## config.mk

```make
export PLATFORM = sky130hd
export DESIGN_NAME = ptg_core
export DESIGN_NICKNAME = d
export VERILOG_FILES = /design/src/rtl/ptg_pkg.sv /design/src/rtl/ptg_core.sv /design/src/rtl/ptg_oneshot.sv
export SDC_FILE = /design/constraint.sdc
export NUM_CORES = 1
export LEC_CHECK = 0
export ABC_AREA = 1
export CAP_MARGIN = 10
export CORE_MARGIN = 1.5
export CORE_UTILIZATION = 35
export CTS_BUF_LIST = sky130_fd_sc_hd__clkbuf_4
export CTS_CLUSTER_DIAMETER = 150
export DETAILED_ROUTE_END_ITERATION = 10
export DONT_BUFFER_PORTS = 1
export PLACE_DENSITY = 0.46
export SYNTH_ARGS = -nofsm -noshare
export SYNTH_HDL_FRONTEND = slang
export SYNTH_HIERARCHICAL = 1
export SYNTH_SLANG_ARGS = --single-unit
```

## constraint.sdc

```tcl
create_clock -name core_clk_i -period 2.7 [get_ports core_clk_i]
set_clock_uncertainty 0.2 [all_clocks]
set_input_delay 0.27 -clock core_clk_i [delete_from_list [all_inputs] [get_ports core_clk_i]]
set_output_delay 0.27 -clock core_clk_i [all_outputs]
set_load 0.01 [all_outputs]
```

## src/rtl/ptg_pkg.sv

```systemverilog
// Package for the pulse timing generator: mode codes, widths and timing constants.
// Assumes a 100 MHz core clock; all settings are cycle counts of that clock.
package ptg_pkg;

  localparam int unsigned CLK_PERIOD_NS  = 10;
  localparam int unsigned MIN_TIME_NS    = 20;
  localparam int unsigned MAX_TIME_S     = 4;
  localparam int unsigned MIN_TIME_CYC   = (MIN_TIME_NS + CLK_PERIOD_NS - 1) / CLK_PERIOD_NS;
  localparam int unsigned MAX_TIME_CYC   = MAX_TIME_S * (1000000000 / CLK_PERIOD_NS);
  localparam int unsigned CNT_W          = 32;
  localparam int unsigned PRETRIG_CYC    = 2;

  typedef enum logic [1:0]
  {
    PTG_MODE_UNDELAYED = 2'h0,
    PTG_MODE_DELAYED   = 2'h1,
    PTG_MODE_PAIRED    = 2'h2,
    PTG_MODE_LATCHED   = 2'h3
  } ptg_mode_t;

endpackage

```

## src/rtl/ptg_core.sv

```systemverilog
// Timing core of a pulse generator: period source, pretrigger, delay and duration timers.
// Assumes trigger, gate and button inputs are asynchronous pins; settings are static levels.
`timescale 1ns/100ps
// Notes on behaviour
// (RULE1) Free-running source oscillates at selected period unless external trigger is chosen.
// (RULE2) Period selection input sets the internal event repetition rate.
// (RULE3) External trigger setting stops the internal generator entirely.
// (RULE4) Manual button or rising trigger input fires one period event.
// (RULE5) Every period event drives pretrigger and triggers the timers.
// (RULE6) Undelayed mode holds delay timer idle; event starts duration directly.
// (RULE7) Duration timer is a one-shot of the selected width.
// (RULE8) Positive and negative outputs switch together from one pulse.
// (RULE9) Delayed mode: event starts delay; its end starts duration.
// (RULE10) Both timers cover 20 ns up to at least 4 s.
// (RULE11) Paired mode fires duration on the event and on delay expiry.
// (RULE12) Paired leading edges are spaced by the delay setting.
// (RULE13) Operator keeps paired delay at least max(20 ns, 20% of duration); code drops the second pulse if the first still runs at delay expiry.
// (RULE14) Latched-on mode idles both timers and holds outputs active.
// (RULE15) Gated selection oscillates only while the gate input is high.
// (RULE16) A gate interval yields a burst at the selected period.
// (RULE17) Gate fall returns the generator to idle until the next gate.
// (RULE18) Rising gate gives the first period event without extra latency.
// (RULE19) One of four modes is active, chosen by a two-bit setting.
// (RULE20) Settings are clock-cycle counts; reset clears all timers idle.
module ptg_core
  import ptg_pkg::*;
#(
  parameter int unsigned CW = ptg_pkg::CNT_W
)
(
  input  wire logic                core_clk_i,                  // 100 MHz core clock
  input  wire logic                rst_i,                       // Async reset, active high
  input  wire logic                external_trigger_select_i,   // Period set to external trigger
  input  wire logic                external_gate_select_i,      // Gated instead of free running
  input  wire logic                manual_trigger_button_i,     // Manual trigger pin
  input  wire logic                trigger_input_i,             // Trigger or gate pin
  input  wire ptg_pkg::ptg_mode_t  mode_i,                      // Output mode
  input  wire logic [CW-1:0]       period_cyc_i,                // Period in cycles
  input  wire logic [CW-1:0]       delay_cyc_i,                 // Delay in cycles
  input  wire logic [CW-1:0]       duration_cyc_i,              // Duration in cycles
  output logic                     pretrigger_output_o,         // Pretrigger pulse
  output logic                     pulse_pos_o,                 // Positive-going output
  output logic                     pulse_neg_o                  // Negative-going output
);
  import ptg_pkg::*;

  // Three-stage synchronisers; a change counts once stages two and three agree
  logic [2:0] trig_sync_ff;
  logic [2:0] btn_sync_ff;
  logic [2:0] nxt_trig_sync;
  logic [2:0] nxt_btn_sync;
  logic       trig_lvl_ff;
  logic       btn_lvl_ff;
  logic       nxt_trig_lvl;
  logic       nxt_btn_lvl;

  always_comb
  begin
    nxt_trig_sync = {trig_sync_ff[1:0], trigger_input_i};
    nxt_btn_sync  = {btn_sync_ff[1:0], manual_trigger_button_i};
    nxt_trig_lvl  = trig_lvl_ff;
    nxt_btn_lvl   = btn_lvl_ff;
    if (trig_sync_ff[1] == trig_sync_ff[2])
    begin
      nxt_trig_lvl = trig_sync_ff[2];
    end
    if (btn_sync_ff[1] == btn_sync_ff[2])
    begin
      nxt_btn_lvl = btn_sync_ff[2];
    end
  end

  always_ff @(posedge core_clk_i or posedge rst_i)
  begin
    if (rst_i)
    begin
      trig_sync_ff <= 3'h0;
      btn_sync_ff  <= 3'h0;
      trig_lvl_ff  <= 1'b0;
      btn_lvl_ff   <= 1'b0;
    end
    else
    begin
      trig_sync_ff <= nxt_trig_sync;
      btn_sync_ff  <= nxt_btn_sync;
      trig_lvl_ff  <= nxt_trig_lvl;
      btn_lvl_ff   <= nxt_btn_lvl;
    end
  end

  logic trig_rise;
  logic btn_rise;
  logic gate_open;
  assign trig_rise = nxt_trig_lvl && !trig_lvl_ff;
  assign btn_rise  = nxt_btn_lvl && !btn_lvl_ff;
  assign gate_open = nxt_trig_lvl;

  // Period generator; counter sits at zero when idle so a gate fires at once
  logic [CW-1:0] per_cnt_ff;
  logic [CW-1:0] nxt_per_cnt;
  logic          event_ff;
  logic          nxt_event;
  logic          run_en;

  always_comb
  begin
    run_en      = !external_trigger_select_i &&                       // RULE1 RULE3
                  (!external_gate_select_i || gate_open);             // RULE15
    nxt_per_cnt = per_cnt_ff;
    nxt_event   = 1'b0;
    if (external_trigger_select_i)
    begin
      nxt_per_cnt = '0;
      nxt_event   = trig_rise || btn_rise;                            // RULE4
    end
    else if (!run_en)
    begin
      nxt_per_cnt = '0;                                               // RULE17 RULE18
    end
    else if (per_cnt_ff == '0)
    begin
      nxt_event   = 1'b1;                                             // RULE16
      nxt_per_cnt = (period_cyc_i > CW'(1)) ? period_cyc_i - CW'(1) : '0;  // RULE2
    end
    else
    begin
      nxt_per_cnt = per_cnt_ff - CW'(1);
    end
  end

  always_ff @(posedge core_clk_i or posedge rst_i)
  begin
    if (rst_i)
    begin
      per_cnt_ff <= '0;
      event_ff   <= 1'b0;
    end
    else
    begin
      per_cnt_ff <= nxt_per_cnt;
      event_ff   <= nxt_event;
    end
  end

  // Pretrigger shaping: stretch each event to a fixed visible width
  logic [1:0] pre_cnt_ff;
  logic [1:0] nxt_pre_cnt;
  logic       pre_ff;
  logic       nxt_pre;

  always_comb
  begin
    nxt_pre_cnt = pre_cnt_ff;
    if (event_ff)
    begin
      nxt_pre_cnt = 2'(PRETRIG_CYC);                                  // RULE5
    end
    else if (pre_cnt_ff != 2'h0)
    begin
      nxt_pre_cnt = pre_cnt_ff - 2'h1;
    end
    nxt_pre = (nxt_pre_cnt != 2'h0);
  end

  always_ff @(posedge core_clk_i or posedge rst_i)
  begin
    if (rst_i)
    begin
      pre_cnt_ff <= 2'h0;
      pre_ff     <= 1'b0;
    end
    else
    begin
      pre_cnt_ff <= nxt_pre_cnt;
      pre_ff     <= nxt_pre;
    end
  end

  // Mode steering
  ptg_mode_t mode_ff;
  logic      dly_en;
  logic      dur_en;
  logic      dly_start;
  logic      dur_start;
  logic      dly_busy;
  logic      dly_fall;
  logic      dur_busy;

  always_ff @(posedge core_clk_i or posedge rst_i)
  begin
    if (rst_i)
    begin
      mode_ff <= PTG_MODE_UNDELAYED;
    end
    else
    begin
      mode_ff <= mode_i;                                              // RULE19
    end
  end

  always_comb
  begin
    dly_en    = 1'b0;
    dur_en    = 1'b0;
    dly_start = 1'b0;
    dur_start = 1'b0;
    unique case (mode_ff)
      PTG_MODE_UNDELAYED:
      begin
        dur_en    = 1'b1;                                             // RULE6
        dur_start = event_ff;
      end
      PTG_MODE_DELAYED:
      begin
        dly_en    = 1'b1;
        dur_en    = 1'b1;
        dly_start = event_ff;                                         // RULE9
        dur_start = dly_fall;
      end
      PTG_MODE_PAIRED:
      begin
        dly_en    = 1'b1;
        dur_en    = 1'b1;
        dly_start = event_ff;                                         // RULE11
        dur_start = event_ff || dly_fall;
      end
      PTG_MODE_LATCHED:
      begin
        dly_en = 1'b0;                                                // RULE14
        dur_en = 1'b0;
      end
    endcase
  end

  // Paired spacing: delay fall arrives delay+1 after the event, so trim one cycle
  logic [CW-1:0] dly_width;
  assign dly_width = (delay_cyc_i > CW'(1)) ? delay_cyc_i - CW'(1) : CW'(1);  // RULE12

  ptg_oneshot #(.W(CW)) u_delay
  (
    .core_clk_i (core_clk_i),
    .rst_i      (rst_i),
    .enable_i   (dly_en),
    .start_i    (dly_start),
    .width_i    (dly_width),                                          // RULE10 RULE20
    .busy_o     (dly_busy),
    .fall_o     (dly_fall)
  );

  ptg_oneshot #(.W(CW)) u_duration
  (
    .core_clk_i (core_clk_i),
    .rst_i      (rst_i),
    .enable_i   (dur_en),
    .start_i    (dur_start),                                          // RULE7
    .width_i    (duration_cyc_i),
    .busy_o     (dur_busy),
    .fall_o     ()
  );

  // Complementary output stage from one flip-flop pair fed by the same term
  logic out_ff;
  logic out_n_ff;
  logic nxt_out;
  assign nxt_out = dur_busy || (mode_ff == PTG_MODE_LATCHED);

  always_ff @(posedge core_clk_i or posedge rst_i)
  begin
    if (rst_i)
    begin
      out_ff   <= 1'b0;
      out_n_ff <= 1'b1;
    end
    else
    begin
      out_ff   <= nxt_out;                                            // RULE8
      out_n_ff <= !nxt_out;
    end
  end

  assign pretrigger_output_o = pre_ff;
  assign pulse_pos_o         = out_ff;
  assign pulse_neg_o         = out_n_ff;

  AST_COMPLEMENT: assert property (@(posedge core_clk_i) disable iff (rst_i)   // RULE8
    pulse_pos_o != pulse_neg_o)
    else $error("outputs not complementary");
  AST_EXT_STOPS: assert property (@(posedge core_clk_i) disable iff (rst_i)    // RULE3
    (external_trigger_select_i && !trig_rise && !btn_rise) |=> !event_ff)
    else $error("internal event while external trigger");
  AST_MANUAL: assert property (@(posedge core_clk_i) disable iff (rst_i)       // RULE4
    (external_trigger_select_i && btn_rise) |=> event_ff)
    else $error("manual trigger lost");
  AST_PRETRIG: assert property (@(posedge core_clk_i) disable iff (rst_i)      // RULE5
    event_ff |=> pretrigger_output_o [*2])
    else $error("pretrigger missing");
  AST_UNDELAYED: assert property (@(posedge core_clk_i) disable iff (rst_i)    // RULE6
    (mode_ff == PTG_MODE_UNDELAYED && event_ff && !dur_busy) |=> ##1 pulse_pos_o && !dly_busy)
    else $error("undelayed start wrong");
  AST_DELAYED: assert property (@(posedge core_clk_i) disable iff (rst_i)      // RULE9
    (mode_ff == PTG_MODE_DELAYED && $stable(mode_ff) && dly_fall && !dur_busy) |=> dur_busy)
    else $error("delayed start wrong");
  AST_LATCHED: assert property (@(posedge core_clk_i) disable iff (rst_i)      // RULE14
    (mode_ff == PTG_MODE_LATCHED) |=> pulse_pos_o && !dly_busy && !dur_busy)
    else $error("latched output not held");
  AST_GATE_LOW: assert property (@(posedge core_clk_i) disable iff (rst_i)     // RULE17
    (!external_trigger_select_i && external_gate_select_i && !gate_open) |=> !event_ff)
    else $error("event while gate low");
  AST_GATE_FAST: assert property (@(posedge core_clk_i) disable iff (rst_i)    // RULE18
    (!external_trigger_select_i && external_gate_select_i && gate_open && !trig_lvl_ff) |=> event_ff)
    else $error("gate start late");
  AST_FREE_RUN: assert property (@(posedge core_clk_i) disable iff (rst_i)     // RULE1
    (!external_trigger_select_i && !external_gate_select_i && per_cnt_ff == '0) |=> event_ff)
    else $error("free run stalled");

  COV_PAIRED: cover property (@(posedge core_clk_i) disable iff (rst_i)
    mode_ff == PTG_MODE_PAIRED && dly_fall);
  COV_GATED: cover property (@(posedge core_clk_i) disable iff (rst_i)
    external_gate_select_i && event_ff);
  COV_EXT: cover property (@(posedge core_clk_i) disable iff (rst_i)
    external_trigger_select_i && event_ff);
endmodule

```

## src/rtl/ptg_oneshot.sv

```systemverilog
// Retriggerable-free one-shot timer used for both delay and duration.
// Assumes start is a one-cycle pulse on core_clk_i; width is at least one cycle.
`timescale 1ns/100ps
module ptg_oneshot
#(
  parameter int unsigned W = 32
)
(
  input  wire logic         core_clk_i, // Core clock
  input  wire logic         rst_i,      // Async reset, active high
  input  wire logic         enable_i,   // Held idle when low
  input  wire logic         start_i,    // Trigger pulse
  input  wire logic [W-1:0] width_i,    // Pulse width in cycles
  output logic              busy_o,     // Pulse active
  output logic              fall_o      // One cycle after pulse ends
);
  logic [W-1:0] cnt_ff;
  logic [W-1:0] nxt_cnt;
  logic         busy_ff;
  logic         nxt_busy;
  logic         fall_ff;
  logic         nxt_fall;

  always_comb
  begin
    nxt_cnt  = cnt_ff;
    nxt_busy = busy_ff;
    nxt_fall = 1'b0;
    if (!enable_i)
    begin
      nxt_busy = 1'b0;
      nxt_cnt  = '0;
    end
    else if (start_i && !busy_ff)
    begin
      nxt_busy = 1'b1;
      nxt_cnt  = (width_i == '0) ? W'(1) : width_i;
    end
    else if (busy_ff)
    begin
      nxt_cnt = cnt_ff - W'(1);
      if (cnt_ff == W'(1))
      begin
        nxt_busy = 1'b0;
        nxt_fall = 1'b1;
      end
    end
  end

  always_ff @(posedge core_clk_i or posedge rst_i)
  begin
    if (rst_i)
    begin
      cnt_ff  <= '0;
      busy_ff <= 1'b0;
      fall_ff <= 1'b0;
    end
    else
    begin
      cnt_ff  <= nxt_cnt;
      busy_ff <= nxt_busy;
      fall_ff <= nxt_fall;
    end
  end

  assign busy_o = busy_ff;
  assign fall_o = fall_ff;

  // A mode change may legally idle the timer mid-pulse, so width is judged only while enabled
  AST_ONESHOT_WIDTH: assert property (@(posedge core_clk_i) disable iff (rst_i || !enable_i)
    (start_i && !busy_ff && enable_i && width_i == W'(3)) |=> busy_ff [*3] ##1 !busy_ff)
    else $error("one-shot width wrong");
endmodule

```

==> results.md <==
- Status: finished, final reports clean
- RSZ-0062 raised after global routing: no
- Period minus WS final: 2.52 ns
- Combinational share of power: 68.3%
- DR vias/cell: 4.83
- Layout cells sized above 1: 8.00%
- Slew margin rel.: 55.3%
- Core area: 28000 µm²
- CP Class: primary input to flip-flop
- Reg2reg path depth: 12
- Peak supply drop: 467 µV
- CP endpoint kind: flip-flop
- P_sw: 0.00778 W
- Fmax: 398 MHz
- Reg2Reg Setup Slack: 0.19 ns
- Most common cell after layout, fill and taps aside: nand2_1
- Synth Area per Inst: 6.09 µm²
- Mapped Area: 10100 µm²
- Final nets: 1905
- Routed Antenna Nets: 0
- Die X: 173 µm
- Non-Filler Instances: 2179
- Clock Path Buffers: 2
- Root buffer cell: clkbuf_4
- PD cells: 1140 nW/µm²
- Mapped Cells: 1654
- Final hold slack: 0.0366 ns
- Ys Warns: 6
- Filler cells: 3064
- DP Area: 10600 µm²
- Full die area: 29800 µm²
- CTS buffer count: 17
- GRT Residual Overflow: 0
- Die height: 173 µm
- Placed Cells: 2023
- Switching part of the total: 56.4%
- CP Launch Type: primary input
- Peak fanout along the critical path: 4
- Internal power: 0.00602 W
- Leak: 6.07 nW
- Worst Tran Pin Value: 0.669 ns
- Syn Nets: 1772
- HP Start: period_cyc_i[26]
- Initial Utilization: 35.9%
- WL final: 32200 µm
- Area growth, synth to finish: 20.1%
- Worst Hold Depth: 6
- Detailed Route Iter0 Violations: 555
- Global placement routability congestion: 0.879
- Period utilization: 93.2%
- Pin count of the biggest net entering global routing: 37
- Routed vias: 10500
- Clock Latency Late Sink: 0.56 ns
- FP Rows: 61
- Reg2reg start: mode_ff[0]
- Clk pwr share: 9.8%
- H-tree levels: 4
- Detailed-route DRC error count: 0
- Reg clk slew, reported paths: 0.15 ns
- Worst R2R End: u_duration/cnt_ff[0]
- Fin Setup TNS: 0 ns
- Fin. Hold Viols: 0
- Clk sinks: 115
- Total Routing Usage GR: 22.0%
- Antenna violations before repair: 1
- Flop pwr share: 21.8%
- Most frequent cells in the layout: nand2_1 (472), nor2_1 (318), inv_1 (199)
- Min-Delay Endpoint: per_cnt_ff[30]
- DRT Pass-1 Iters: 5
- Tightest Hold Check Type: primary input to flip-flop
- Port Buffers: 0
- First-pass GRT wire length: 53100 µm
- CTS tree: built
- Critical path arrival: 2.78 ns
- Routed len/inst: 14.8 µm
- Cell area after layout: 12100 µm²
- Slew Viols, Final: 0
- Max-cap violations: 0
- Vias in the first global route: 10300
- DP HPWL: 24700 µm
- Final setup fails: 0
- Num ports: 107
- WP data required: 2.96 ns
## layer usage
| metal | vias up | wire (µm) | track usage (%) |
|---|---|---|---|
| li1 | 5480 | - | - |
| met1 | 4755 | 16100 | 31.2 |
| met2 | 248 | 14500 | 35.3 |
| met3 | 34 | 1260 | 3.14 |
| met4 | 0 | 424 | 5.01 |
| met5 | - | 0 | 0 |
## how the worst max path moves through the flow
| stage | slack [ns] | depth (start not counted) | endpoint | start |
|---|---|---|---|---|
| finish | 0.18 | 11 | per_cnt_ff[10] | period_cyc_i[0] |
| global route | 0.03 | 12 | u_duration/cnt_ff[0] | mode_ff[0] |
| CTS | 0.06 | 10 | per_cnt_ff[27] | per_cnt_ff[0] |
| detailed placement | 0.32 | 15 | u_delay/cnt_ff[0] | delay_cyc_i[1] |
| global placement | 0.37 | 15 | u_delay/cnt_ff[0] | delay_cyc_i[1] |
| floorplan | 0.45 | 15 | u_delay/cnt_ff[0] | delay_cyc_i[1] |
## through the flow
step | utilization, % | power [W] | setup WS (ns)
after global placement | 37.7 | 0.0122 | 0.365
after detailed placement | 37.7 | 0.0122 | 0.315
after global routing | 43.2 | 0.0153 | 0.0309
final | 43.2 | 0.0138 | 0.185
after CTS | 43.0 | 0.0138 | 0.0632
after floorplan | - | 0.00997 | 0.447
## critical path, cell delays in order
cell	delay, ns
dlygate4sd3_1	0.55
inv_1	0.09
ha_1	0.20
nand2_1	0.13
inv_1	0.10
nand2_1	0.10
xnor2_1	0.13
dlygate4sd3_1	0.55
nand2_1	0.07
dlygate4sd3_1	0.53
o21ai_0	0.07
## area by class of cell
class / instances / area, µm² / area share, %
antenna: 1 / 2.50 / 0.0207
multi-input combinational: 1300 / 6260 / 51.7
timing repair buffer: 141 / 1390 / 11.5
sequential: 115 / 2880 / 23.8
tap: 378 / 473 / 3.91
clock inverter: 15 / 163 / 1.35
clock buffer: 17 / 128 / 1.06
inverter: 212 / 798 / 6.60
## power groups by stage
stage | Sequential [W] | Combinational [W] | Clock (W)
2_1_floorplan | 0.00283 | 0.00714 | 0
3_3_place_gp | 0.00304 | 0.00916 | 0
3_5_place_dp | 0.00303 | 0.00913 | 0
4_1_cts | 0.00301 | 0.00936 | 0.00141
5_1_grt | 0.00311 | 0.0107 | 0.00149
6_report | 0.00301 | 0.00943 | 0.00136
## state kept, by name, summed over array words and instances (netlist names)
register / cells
btn_lvl_ff: 1
btn_sync_ff: 3
event_ff: 1
mode_ff: 2
per_cnt_ff: 32
pre_cnt_ff: 2
pretrigger_output_o: 1
pulse_neg_o: 1
pulse_pos_o: 1
trig_lvl_ff: 1
trig_sync_ff: 3
u_delay/busy_o: 1
u_delay/cnt_ff: 32
u_delay/fall_o: 1
u_duration/busy_o: 1
u_duration/cnt_ff: 32
## what timing repair did
action / 4_1_cts / 5_1_grt
endpoints found under the hold margin: 208 / 0
gates resized for setup: 0 / 3
buffers inserted: 0 / 4
hold buffers: 119 / 0
setup endpoints to repair: 0 / 4
(Power assumes the default switching activity.)
